### src/ssq_params.svh
// Purpose: Constants of the status summary and output queue block.
// Assumes: Included by its bare name wherever the numbers are needed.
// Notes: Bit positions count from zero; wide masks keep only bits 0..14 (16'h7FFF).
`ifndef SSQ_PARAMS_SVH
`define SSQ_PARAMS_SVH

// ==========================================================
// Register widths and reset values
`define SSQ_STD_W 8
`define SSQ_WIDE_W 16
`define SSQ_STD_MASK_RESET 8'h00
`define SSQ_WIDE_MASK_RESET 16'h0000
`define SSQ_WIDE_MASK_LEGAL 16'h7FFF
`define SSQ_EVENT_RESET 16'h0000
`define SSQ_STB_RESET 8'h00

// ==========================================================
// Status byte summary positions
`define SSQ_STB_MEAS_BIT 0
`define SSQ_STB_QUES_BIT 3
`define SSQ_STB_MSG_BIT 4
`define SSQ_STB_STD_BIT 5
`define SSQ_STB_OPER_BIT 7

// ==========================================================
// Named event positions
`define SSQ_STD_OPC_BIT 0
`define SSQ_MEAS_READY_BIT 5
`define SSQ_MEAS_HALF_BIT 8
`define SSQ_MEAS_FULL_BIT 9

`endif

### src/ssq_pkg.sv
// Purpose: Types shared by the status summary block and its users.
// Assumes: Commands arrive already parsed, one per accepted cycle.
// Notes: The command set fills the 4-bit code space exactly.
package ssq_pkg;

  // ==========================================================
  // Parsed host commands
  typedef enum logic [3:0] {
    SSQ_SET_STD_MASK,
    SSQ_SET_OPER_MASK,
    SSQ_SET_MEAS_MASK,
    SSQ_SET_QUES_MASK,
    SSQ_GET_STD_MASK,
    SSQ_GET_OPER_MASK,
    SSQ_GET_MEAS_MASK,
    SSQ_GET_QUES_MASK,
    SSQ_GET_STD_EVENT,
    SSQ_GET_OPER_EVENT,
    SSQ_GET_MEAS_EVENT,
    SSQ_GET_QUES_EVENT,
    SSQ_GET_STATUS_BYTE,
    SSQ_CLEAR_STATUS,
    SSQ_PRESET,
    SSQ_OP_COMPLETE
  } ssq_cmd_t;

endpackage

### src/ssq_status_queue.sv
// Purpose: Event latching, enable masking, status byte and output queue.
// Assumes: Commands, events and busy come from logic on core_clk.
// Notes: Status byte lags its sources by one clock.
`timescale 1ns/1ps
`include "ssq_params.svh"

// Contract
// - AND event with enable, OR into summary
// - Summary high sets its status byte bit
// - Standard mask holds 0..255, reads back
// - Wide masks hold 0..32767, read back
// - Reset and preset zero masks; clear keeps
// - Writing zero clears a mask
// - Measurement summary drives status bit B0
// - Reading ready at B5, enabled by 32
// - Buffer half at B8, enabled by 256
// - Writing 512 enables only buffer full
// - Operation complete at B0, enabled by 1
// - Standard summary drives status bit B5
// - Operation complete waits for idle activity
// - Query responses enter first-in first-out queue
// - Queue data sets message waiting bit
// - Host read removes message from queue
// - Empty queue clears message waiting bit
// - Event bits latch until cleared
// - Event read, clear, reset zero events
module ssq_status_queue
  import ssq_pkg::*;
#(
  parameter int QUEUE_DEPTH = 2,
  parameter int DATA_W = 16
) (
  input wire logic core_clk,
  input wire logic arst_n,
  input wire logic cmd_valid,
  input wire ssq_cmd_t cmd_code,
  input wire logic [15:0] cmd_data,
  output logic cmd_ready,
  input wire logic [7:0] std_event_set,
  input wire logic [15:0] oper_event_set,
  input wire logic [15:0] meas_event_set,
  input wire logic [15:0] ques_event_set,
  input wire logic reading_ready_flag,
  input wire logic buffer_half_flag,
  input wire logic buffer_full_flag,
  input wire logic activity_busy,
  output logic out_valid,
  output logic [DATA_W-1:0] out_data,
  input wire logic out_ready,
  output logic [7:0] status_byte
);

  // ==========================================================
  // Configuration check
  generate
    if (QUEUE_DEPTH < 2 || DATA_W < 16) begin : g_bad_cfg
      $error("ssq_status_queue: depth below 2 or data narrower than 16");
    end
  endgenerate

  // ==========================================================
  // Helpers
  function automatic logic summary(input logic [15:0] ev, input logic [15:0] en);
    summary = |(ev & en);
  endfunction

  // Set wins over clear so a coincident event is kept
  function automatic logic [15:0] latch(input logic [15:0] ev, input logic [15:0] set,
                                        input logic clr);
    latch = (clr ? `SSQ_EVENT_RESET : ev) | set;
  endfunction

  // ==========================================================
  // State
  logic [7:0] std_event_mask;
  logic [15:0] operation_event_mask;
  logic [15:0] measurement_event_mask;
  logic [15:0] questionable_event_mask;
  logic [7:0] std_event;
  logic [15:0] oper_event;
  logic [15:0] meas_event;
  logic [15:0] ques_event;
  logic opc_armed;
  logic [QUEUE_DEPTH-1:0] q_valid;
  logic [DATA_W-1:0] q_data [QUEUE_DEPTH];

  logic accept;
  logic pop;
  logic push;
  logic [DATA_W-1:0] push_data;
  logic [QUEUE_DEPTH-1:0] keep_valid;
  logic [QUEUE_DEPTH-1:0] next_valid;
  logic [QUEUE_DEPTH-1:0] slot;
  logic [DATA_W-1:0] shifted [QUEUE_DEPTH];
  logic [15:0] next_resp;
  logic is_query;
  logic clr_std;
  logic clr_oper;
  logic clr_meas;
  logic clr_ques;
  logic opc_set;
  logic [15:0] meas_set_all;
  logic [7:0] std_set_all;
  logic [15:0] std_latched;
  logic [7:0] next_stb;

  assign accept = cmd_valid & cmd_ready;
  assign pop = q_valid[0] & out_ready;

  // ==========================================================
  // Command decode and response
  always_comb begin
    next_resp = 16'h0000;
    is_query = 1'b0;
    clr_std = 1'b0;
    clr_oper = 1'b0;
    clr_meas = 1'b0;
    clr_ques = 1'b0;
    unique case (cmd_code)
      SSQ_SET_STD_MASK, SSQ_SET_OPER_MASK, SSQ_SET_MEAS_MASK, SSQ_SET_QUES_MASK,
      SSQ_PRESET, SSQ_OP_COMPLETE: begin
        is_query = 1'b0;
      end
      SSQ_GET_STD_MASK: begin
        is_query = 1'b1;
        next_resp = {8'h00, std_event_mask};
      end
      SSQ_GET_OPER_MASK: begin
        is_query = 1'b1;
        next_resp = operation_event_mask;
      end
      SSQ_GET_MEAS_MASK: begin
        is_query = 1'b1;
        next_resp = measurement_event_mask;
      end
      SSQ_GET_QUES_MASK: begin
        is_query = 1'b1;
        next_resp = questionable_event_mask;
      end
      SSQ_GET_STD_EVENT: begin
        is_query = 1'b1;
        next_resp = {8'h00, std_event};
        clr_std = 1'b1;
      end
      SSQ_GET_OPER_EVENT: begin
        is_query = 1'b1;
        next_resp = oper_event;
        clr_oper = 1'b1;
      end
      SSQ_GET_MEAS_EVENT: begin
        is_query = 1'b1;
        next_resp = meas_event;
        clr_meas = 1'b1;
      end
      SSQ_GET_QUES_EVENT: begin
        is_query = 1'b1;
        next_resp = ques_event;
        clr_ques = 1'b1;
      end
      SSQ_GET_STATUS_BYTE: begin
        is_query = 1'b1;
        next_resp = {8'h00, status_byte};
      end
      SSQ_CLEAR_STATUS: begin
        clr_std = 1'b1;
        clr_oper = 1'b1;
        clr_meas = 1'b1;
        clr_ques = 1'b1;
      end
    endcase
  end

  assign push = accept & is_query;
  assign push_data = DATA_W'(next_resp);

  // ==========================================================
  // Enable masks
  always_ff @(posedge core_clk or negedge arst_n) begin
    if (!arst_n) begin
      std_event_mask <= `SSQ_STD_MASK_RESET;
      operation_event_mask <= `SSQ_WIDE_MASK_RESET;
      measurement_event_mask <= `SSQ_WIDE_MASK_RESET;
      questionable_event_mask <= `SSQ_WIDE_MASK_RESET;
    end else if (accept) begin
      // Clear-status leaves masks alone; only preset zeroes them
      unique case (cmd_code)
        SSQ_PRESET: begin
          std_event_mask <= `SSQ_STD_MASK_RESET;
          operation_event_mask <= `SSQ_WIDE_MASK_RESET;
          measurement_event_mask <= `SSQ_WIDE_MASK_RESET;
          questionable_event_mask <= `SSQ_WIDE_MASK_RESET;
        end
        SSQ_SET_STD_MASK: begin
          std_event_mask <= cmd_data[7:0];
        end
        SSQ_SET_OPER_MASK: begin
          operation_event_mask <= cmd_data & `SSQ_WIDE_MASK_LEGAL;
        end
        SSQ_SET_MEAS_MASK: begin
          // Value 32, 256 or 512 opens one named flag
          measurement_event_mask <= cmd_data & `SSQ_WIDE_MASK_LEGAL;
        end
        SSQ_SET_QUES_MASK: begin
          questionable_event_mask <= cmd_data & `SSQ_WIDE_MASK_LEGAL;
        end
        default: begin
          std_event_mask <= std_event_mask;
        end
      endcase
    end
  end

  // ==========================================================
  // Operation complete tracking
  assign opc_set = opc_armed & ~activity_busy;

  always_ff @(posedge core_clk or negedge arst_n) begin
    if (!arst_n) begin
      opc_armed <= 1'b0;
    end else if (accept && cmd_code == SSQ_OP_COMPLETE) begin
      opc_armed <= 1'b1;
    end else if (opc_set || (accept && cmd_code == SSQ_CLEAR_STATUS)) begin
      opc_armed <= 1'b0;
    end
  end

  // ==========================================================
  // Event registers
  always_comb begin
    std_set_all = std_event_set;
    std_set_all[`SSQ_STD_OPC_BIT] = std_event_set[`SSQ_STD_OPC_BIT] | opc_set;
    meas_set_all = meas_event_set;
    meas_set_all[`SSQ_MEAS_READY_BIT] = meas_event_set[`SSQ_MEAS_READY_BIT] |
                                        reading_ready_flag;
    meas_set_all[`SSQ_MEAS_HALF_BIT] = meas_event_set[`SSQ_MEAS_HALF_BIT] |
                                       buffer_half_flag;
    meas_set_all[`SSQ_MEAS_FULL_BIT] = meas_event_set[`SSQ_MEAS_FULL_BIT] |
                                       buffer_full_flag;
  end

  // Widened for the shared helper, cut back to the standard width below
  assign std_latched = latch({8'h00, std_event}, {8'h00, std_set_all}, accept & clr_std);

  always_ff @(posedge core_clk or negedge arst_n) begin
    if (!arst_n) begin
      std_event <= `SSQ_STD_MASK_RESET;
      oper_event <= `SSQ_EVENT_RESET;
      meas_event <= `SSQ_EVENT_RESET;
      ques_event <= `SSQ_EVENT_RESET;
    end else begin
      std_event <= std_latched[7:0];
      oper_event <= latch(oper_event, oper_event_set, accept & clr_oper);
      meas_event <= latch(meas_event, meas_set_all, accept & clr_meas);
      ques_event <= latch(ques_event, ques_event_set, accept & clr_ques);
    end
  end

  // ==========================================================
  // Status byte
  always_comb begin
    next_stb = `SSQ_STB_RESET;
    next_stb[`SSQ_STB_MEAS_BIT] = summary(meas_event, measurement_event_mask);
    next_stb[`SSQ_STB_QUES_BIT] = summary(ques_event, questionable_event_mask);
    next_stb[`SSQ_STB_STD_BIT] = summary({8'h00, std_event},
                                         {8'h00, std_event_mask});
    next_stb[`SSQ_STB_OPER_BIT] = summary(oper_event, operation_event_mask);
    next_stb[`SSQ_STB_MSG_BIT] = q_valid[0];
  end

  // Levels only, so a cleared event or mask drops its bit next clock
  always_ff @(posedge core_clk or negedge arst_n) begin
    if (!arst_n) begin
      status_byte <= `SSQ_STB_RESET;
    end else begin
      status_byte <= next_stb;
    end
  end

  // ==========================================================
  // Output queue, head always in entry zero
  assign keep_valid = pop ? (q_valid >> 1) : q_valid;

  genvar gi;
  generate
    for (gi = 0; gi < QUEUE_DEPTH; gi++) begin : g_entry
      if (gi == QUEUE_DEPTH - 1) begin : g_last
        assign shifted[gi] = pop ? '0 : q_data[gi];
      end else begin : g_mid
        assign shifted[gi] = pop ? q_data[gi+1] : q_data[gi];
      end
      if (gi == 0) begin : g_first
        assign slot[gi] = ~keep_valid[gi];
      end else begin : g_rest
        assign slot[gi] = ~keep_valid[gi] & keep_valid[gi-1];
      end
      assign next_valid[gi] = keep_valid[gi] | (push & slot[gi]);

      always_ff @(posedge core_clk or negedge arst_n) begin
        if (!arst_n) begin
          q_data[gi] <= '0;
        end else if (push && slot[gi]) begin
          q_data[gi] <= push_data;
        end else begin
          q_data[gi] <= shifted[gi];
        end
      end
    end
  endgenerate

  // A full queue stalls every command, which keeps a query from being lost
  always_ff @(posedge core_clk or negedge arst_n) begin
    if (!arst_n) begin
      q_valid <= '0;
      cmd_ready <= 1'b1;
    end else begin
      q_valid <= next_valid;
      cmd_ready <= ~&next_valid;
    end
  end

  assign out_valid = q_valid[0];
  assign out_data = q_data[0];

endmodule // ssq_status_queue

### config.mk
export PLATFORM = sky130hd
export DESIGN_NAME = ssq_status_queue
export DESIGN_NICKNAME = d
export VERILOG_FILES = /design/src/ssq_pkg.sv /design/src/ssq_status_queue.sv
export VERILOG_INCLUDE_DIRS = /design/src
export SDC_FILE = /design/constraint.sdc
export NUM_CORES = 1
export LEC_CHECK = 0
export ABC_AREA = 1
export BUFFER_PORTS_ARGS = -buffer_cell sky130_fd_sc_hd__buf_2
export CAP_MARGIN = 20
export CORE_ASPECT_RATIO = 1.5
export CORE_MARGIN = 5
export CORE_UTILIZATION = 35
export DETAILED_ROUTE_END_ITERATION = 10
export PLACE_DENSITY_LB_ADDON = 0.15
export SETUP_SLACK_MARGIN = 0.02
export SLEW_MARGIN = 25
export SYNTH_ARGS = -nofsm -noshare
export SYNTH_HDL_FRONTEND = slang
export SYNTH_SLANG_ARGS = --single-unit
### constraint.sdc
create_clock -name core_clk -period 2.2 [get_ports core_clk]
set_clock_uncertainty 0.05 [all_clocks]
set_input_delay 0 -clock core_clk [delete_from_list [all_inputs] [get_ports core_clk]]
set_output_delay 0 -clock core_clk [all_outputs]
set_load 0.01 [all_outputs]
==> results of run 1 <==
[power by group through the flow]
stage               clock, mW  sequential (mW)  combinational (mW)
finish                   2.78             3.68                1.96
global route             2.96             3.75                2.22
CTS                      2.84             3.68                1.99
detailed placement          0             3.72                1.88
global placement            0             3.72                1.85
floorplan                   0             3.63                1.39
[sequential cells by signal, summed over array words and instances, names as in the netlist, 2 cells and up]
register                 flops
std_event                    8
questionable_event_mask     15
measurement_event_mask      15
oper_event                  16
q_valid                      2
meas_event                  16
ques_event                  16
q_data                      16
status_byte                  5
operation_event_mask        15
out_data                    16
std_event_mask               8
[how the worst max path moves through the flow]
stage | start | to | slack [ns] | cells past startpoint
global route | cmd_ready | operation_event_mask[10] | 0.15 | 6
floorplan | cmd_ready | q_data[10] | 0.47 | 8
finish | cmd_ready | operation_event_mask[11] | 0.30 | 5
global placement | cmd_ready | operation_event_mask[11] | 0.33 | 5
detailed placement | cmd_ready | operation_event_mask[9] | 0.31 | 5
CTS | cmd_ready | operation_event_mask[14] | 0.30 | 5
[worst max-delay path: stages, from the launching register on]
cell	delay, ns
dfstp_2	0.53
nand2_1	0.18
inv_2	0.22
nand3_1	0.29
nand2_1	0.38
o22ai_1	0.11
[cells in the mapped netlist]
master / count
nand4_1: 7
nor2_4: 3
a21o_1: 7
o21ai_1: 22
dfstp_2: 1
o21bai_1: 45
o22ai_1: 25
nor3_2: 1
nand2_2: 2
o21ai_4: 1
a221oi_1: 3
a32oi_1: 1
nand3_2: 1
a21oi_4: 1
o211ai_1: 3
clkbuf_1: 11
o21ai_0: 78
dfrtp_1: 149
conb_1: 1
nor3_1: 3
o21ai_2: 1
inv_1: 121
a21oi_1: 4
nand2_1: 220
nor3_4: 1
buf_4: 22
nor2_1: 41
nand3_1: 75
a211oi_1: 1
buf_2: 8
inv_2: 7
nor2_2: 6
[metrics by stage]
step           hold WS, ns  power [mW]
3_5_place_dp       -0.0566        5.60
4_1_cts             0.0581        8.51
6_report            0.0370        8.42
2_1_floorplan       -0.346        5.02
3_3_place_gp       -0.0599        5.57
5_1_grt             0.0932        8.93
[final cells by class]
type	count	area, sq um
clock buffer	23	478
fill	2096	11000
tap	264	330
inverter	128	480
timing repair buffer	199	1460
clock inverter	8	75.1
multi-input combinational	555	2720
sequential	150	3750
[cells by family after synthesis]
family	Yosys count
compound gates	192
simple gates	360
flops	150
other cells	1
buf+inv	169
[metal layers]
metal | up-vias | routed length (um)
li1 | 3161 | -
met1 | 2990 | 9600
met2 | 157 | 11200
met3 | 37 | 891
met4 | 0 | 528
met5 | - | 0
==> summary.md, run 1 <==
## Synth
• Mapped Cells: 872
• fraction of synthesized area in multiplexers: 0
• parity-gate share of the synthesized area counting xor and xnor cells: 0
• total of warnings raised by yosys: 0
• synthesized-area fraction occupied by ao, oa, aoi and oai cells: 0.163
• sequential area share after synthesis: 0.522
• Netlist cell types: 32
• cell accounting for the most synthesized area: dfrtp_1
• top cells by area, synth: dfrtp_1 52%, nand2_1 11%, inv_1 6.3%
• average cell area after synthesis: 8.25 sq um
• simple-gate share of the synthesized area: 0.213
• adder and majority cell fraction of the synthesized area: 0
• dominant combinational cell family by area after synthesis: simple AND/OR/NAND/NOR gates
• number of storage elements in the synthesis netlist: 150
• share of the synthesized area in the top cell type: 0.518
• post-synth design cell area: 7190 sq um

## Timing
• pin slew with the least headroom to its limit: 0.575 ns
• maximum achievable frequency: 527 MHz
• Rel. slew slack: 0.616
• RSZ-0062 raised after global routing: false
• number of endpoints failing setup at the final stage: 0
• final critical-path required period: 1.90 ns
• hold violation count in the final report: 0
• period utilisation layout: 0.863
• max-slew violation count: 0
• final critical-path setup slack: 0.302 ns
• total negative slack: 0 ns

## Clock tree
• H-tree levels: 4
• maximum root-to-sink buffer count: 2
• post-cts gate resize count: 0
• clock slew at the register clock pins of the worst setup and hold paths: 0.06 ns
• number of clock buffers inserted by TritonCTS: 17
• Sink Count: 150
• Setup Fix Bufs, Post-CTS: 0
• CTS tree: built
• clock latency reported for the late side of the worst-skew pair: 0.43 ns
• clock root buffer: clkbuf_16
• number of buffers inserted for hold repair after clock tree synthesis: 79

## Power
• proportion of total power due to net switching: 0.316
• share of total power in the clock network: 0.331
• Reg power frac: 0.437
• cell-internal power: 5.76 mW
• leakage component of the power: 4.84 nW
• largest vdd supply drop: 571 uV
• combinational group share of total power: 0.232
• pwr/cell area: 905 nW/um^2
• P_sw: 2.66 mW

## Setup path
• Crit Path Class: reg2reg
• kind of end point of the critical path: flip-flop
• peak fanout along the critical path: 9
• capture instance of the worst register-to-register path: operation_event_mask[11]
• category of the worst setup path launch point: flip-flop
• path depth of the worst reg2reg path: 5
• arrival time of data at the critical path endpoint: 2.15 ns
• startpoint of the most critical register-to-register path: cmd_ready
• required time of the critical path: 2.45 ns
• register-to-register path setup slack: 0.30 ns

## Status
• status: finished clean

## Final layout
• final core utilization: 0.457
• layout cells sized above 1: 0.163
• antenna diode count: 0
• final cell count without fillers: 1327
• area growth from synthesis to layout: 29.3%
• commonest cells after routing, fill and taps aside: 220 x nand2_1, 149 x dfrtp_1, 121 x inv_1, 104 x buf_2, 79 x dlygate4sd3_1
• commonest non-fill, non-tap cell in the layout: nand2_1
• post-route cell area: 9300 sq um
• Final nets: 1135

## Routing
• post-detailed-route wirelength per cell: 16.7 um
• DR DRC count: 0
• number of vias in the routed layout: 6345
• Final Routed Wirelength: 22200 um
• antenna violation net count after detailed routing: 0
• number of detailed-route iterations in the first pass: 5
• vias per std cell: 4.78
• number of DRC markers after the initial detailed-route iteration: 397

## Die
• initial core utilization: 0.354
• die height: 186 um
• I/O pin count: 110
• Core Rows: 64
• total core area: 20300 sq um
• Die Wd: 127 um
• total die area: 23600 sq um

## Global route
• busiest grt layer: met2
• global-route track usage on met1: 0.243
• maximum number of pins on one net before global-route repair: 58
• wire length of the first global-routing pass: 35200 um
• via count of the first global-routing pass: 6408
• Global Route Usage Sum: 0.196
• Global Route met2 Usage: 0.342
• Congestion Overflow GR: 0
• antenna violations before repair: 0
• GR Layer Usage met3: 0.0322

## Place
• Post-DP HPWL: 16800 um
• worst setup slack after placement: 0.306 ns
• instance area at placement: 7950 sq um
• Cells after DPL: 1217
• count of input and output buffers: 105
• final weighted congestion in routability-driven placement: 0.856

## Hold path
• worst hold-check path type: in2async

## Run
• Max Cap Violations: 0

Power figures use the tool's default switching activity.
==> inputs of run 2 (changes only) <==
- clock period: 2.2 -> 2.3 ns (I/O delays scaled with it)
==> run 2 against run 1 <==
Compared with the run above: global-route usage rose by 0.062 points; register-to-register slack gained 0.09 ns; non-clock buffer count is 1 higher; cell count about the same; worst setup slack better by 0.088 ns; critical path type unchanged; sequential share of layout area shrank 0.43 points; largest cell class unchanged.
==> summary.md, run 2 (synthesized netlist as in run 1, its figures left out) <==
## Routing
• antenna violation net count after detailed routing: 0
• number of DRC markers after the initial detailed-route iteration: 418
• post-detailed-route wirelength per cell: 16.6 um
• DR DRC count: 0
• Final Routed Wirelength: 22000 um
• number of vias in the routed layout: 6274
• number of detailed-route iterations in the first pass: 5
• vias per std cell: 4.72

## Clock tree
• Setup Fix Bufs, Post-CTS: 0
• post-cts gate resize count: 0
• Sink Count: 150
• maximum root-to-sink buffer count: 2
• number of clock buffers inserted by TritonCTS: 17
• H-tree levels: 4
• clock slew at the register clock pins of the worst setup and hold paths: 0.06 ns
• clock root buffer: clkbuf_16
• clock latency reported for the late side of the worst-skew pair: 0.43 ns
• CTS tree: built
• number of buffers inserted for hold repair after clock tree synthesis: 79

## Global route
• wire length of the first global-routing pass: 35600 um
• Global Route Usage Sum: 0.196
• Global Route met2 Usage: 0.343
• antenna violations before repair: 0
• global-route track usage on met1: 0.241
• via count of the first global-routing pass: 6616
• GR Layer Usage met3: 0.0365
• maximum number of pins on one net before global-route repair: 59
• Congestion Overflow GR: 0
• busiest grt layer: met2

## Setup path
• cell-by-cell listing of the critical path: nand2_1, inv_2, a32oi_1, dlygate4sd3_1, a21oi_1
• kind of end point of the critical path: flip-flop
• CP max stage cell: dlygate4sd3_1
• number of stages on the worst setup path: 5
• Bufs and invs on worst path: 2
• category of the worst setup path launch point: flip-flop
• crit-path leading delay family: buffers and inverters
• path depth of the worst reg2reg path: 5
• peak fanout along the critical path: 9
• required time of the critical path: 2.60 ns
• arrival time of data at the critical path endpoint: 2.21 ns
• Crit Path Class: reg2reg
• CP peak stage delay: 0.57 ns

## Final layout
• antenna diode count: 0
• layout cells sized above 1: 0.164
• final cell count without fillers: 1328
• commonest cells after routing, fill and taps aside: 220 x nand2_1, 149 x dfrtp_1, 121 x inv_1, 104 x buf_2, 79 x dlygate4sd3_1
• post-route cell area: 9400 sq um
• commonest non-fill, non-tap cell in the layout: nand2_1
• area growth from synthesis to layout: 30.6%
• final core utilization: 0.462
• Final nets: 1136

## Timing
• pin slew with the least headroom to its limit: 0.621 ns
• number of endpoints failing setup at the final stage: 0
• period utilisation layout: 0.830
• RSZ-0062 raised after global routing: false
• Rel. slew slack: 0.586
• final critical-path required period: 1.91 ns
• max-slew violation count: 0
• total negative slack: 0 ns
• maximum achievable frequency: 524 MHz
• hold violation count in the final report: 0

## Power
• final total power: 8.40 mW
• pwr/cell area: 893 nW/um^2
• leakage component of the power: 4.89 nW
• largest vdd supply drop: 508 uV

## Status
• status: finished clean

## Die
• initial core utilization: 0.354
• total core area: 20300 sq um
• Die Wd: 127 um
• total die area: 23600 sq um
• Core Rows: 64
• die height: 186 um
• I/O pin count: 110

## Hold path
• Cells on Worst Hold Path: 4
• worst hold-check path type: in2reg

## Place
• Cells after DPL: 1218
• instance area at placement: 7970 sq um
• final weighted congestion in routability-driven placement: 0.879
• Post-DP HPWL: 16700 um
• count of input and output buffers: 105

## Run
• Max Cap Violations: 0

[run 2: final timing paths]
path	slack, ns	from	to
hold / removal	0.04	cmd_code[2]	q_valid[0]
min in group asynchronous	0.07	arst_n	meas_event[4]
setup reg to reg	0.39	cmd_ready	opc_armed
max in group asynchronous	1.49	arst_n	out_data[14]
setup / recovery	0.39	cmd_ready	opc_armed
hold reg to reg	0.38	q_valid[0]	status_byte[4]
[run 2: per-layer routing]
metal | wire length [um] | vias to the layer above | share of wire
li1 | - | 3164 | -
met4 | 614 | 0 | 0.028
met5 | 0 | - | 0
met2 | 11000 | 154 | 0.50
met3 | 997 | 38 | 0.045
met1 | 9380 | 2918 | 0.43
[run 2: area by class of cell]
type / count / area [sq um]
clock buffers: 23 / 488
clock inverters: 8 / 145
fillers: 2111 / 10900
inverters: 128 / 480
multi-input cells: 555 / 2720
flip-flops and latches: 150 / 3750
well taps: 264 / 330
repair buffers: 200 / 1480
[run 2: through the flow]
| step | hold slack [ns] | setup WS, ns |
|---|---|---|
| CTS | 0.0312 | 0.393 |
| finish | 0.0399 | 0.390 |
| global placement | -0.0258 | 0.427 |
| floorplan | -0.346 | 0.572 |
| global route | 0.100 | 0.232 |
| detailed placement | -0.0296 | 0.437 |
[run 2: worst reg2reg max path, stage by stage (launching register included)]
cell           delay, ns
dfstp_2             0.52
nand2_1             0.21
inv_2               0.25
a32oi_1             0.11
dlygate4sd3_1       0.57
a21oi_1             0.12
[run 2: where the power goes]
part | switching (mW) | leakage, nW | internal [mW]
logic | 1.11 | 2.87 | 0.762
registers | 0.326 | 1.71 | 3.19
clock network | 1.09 | 0.305 | 1.92
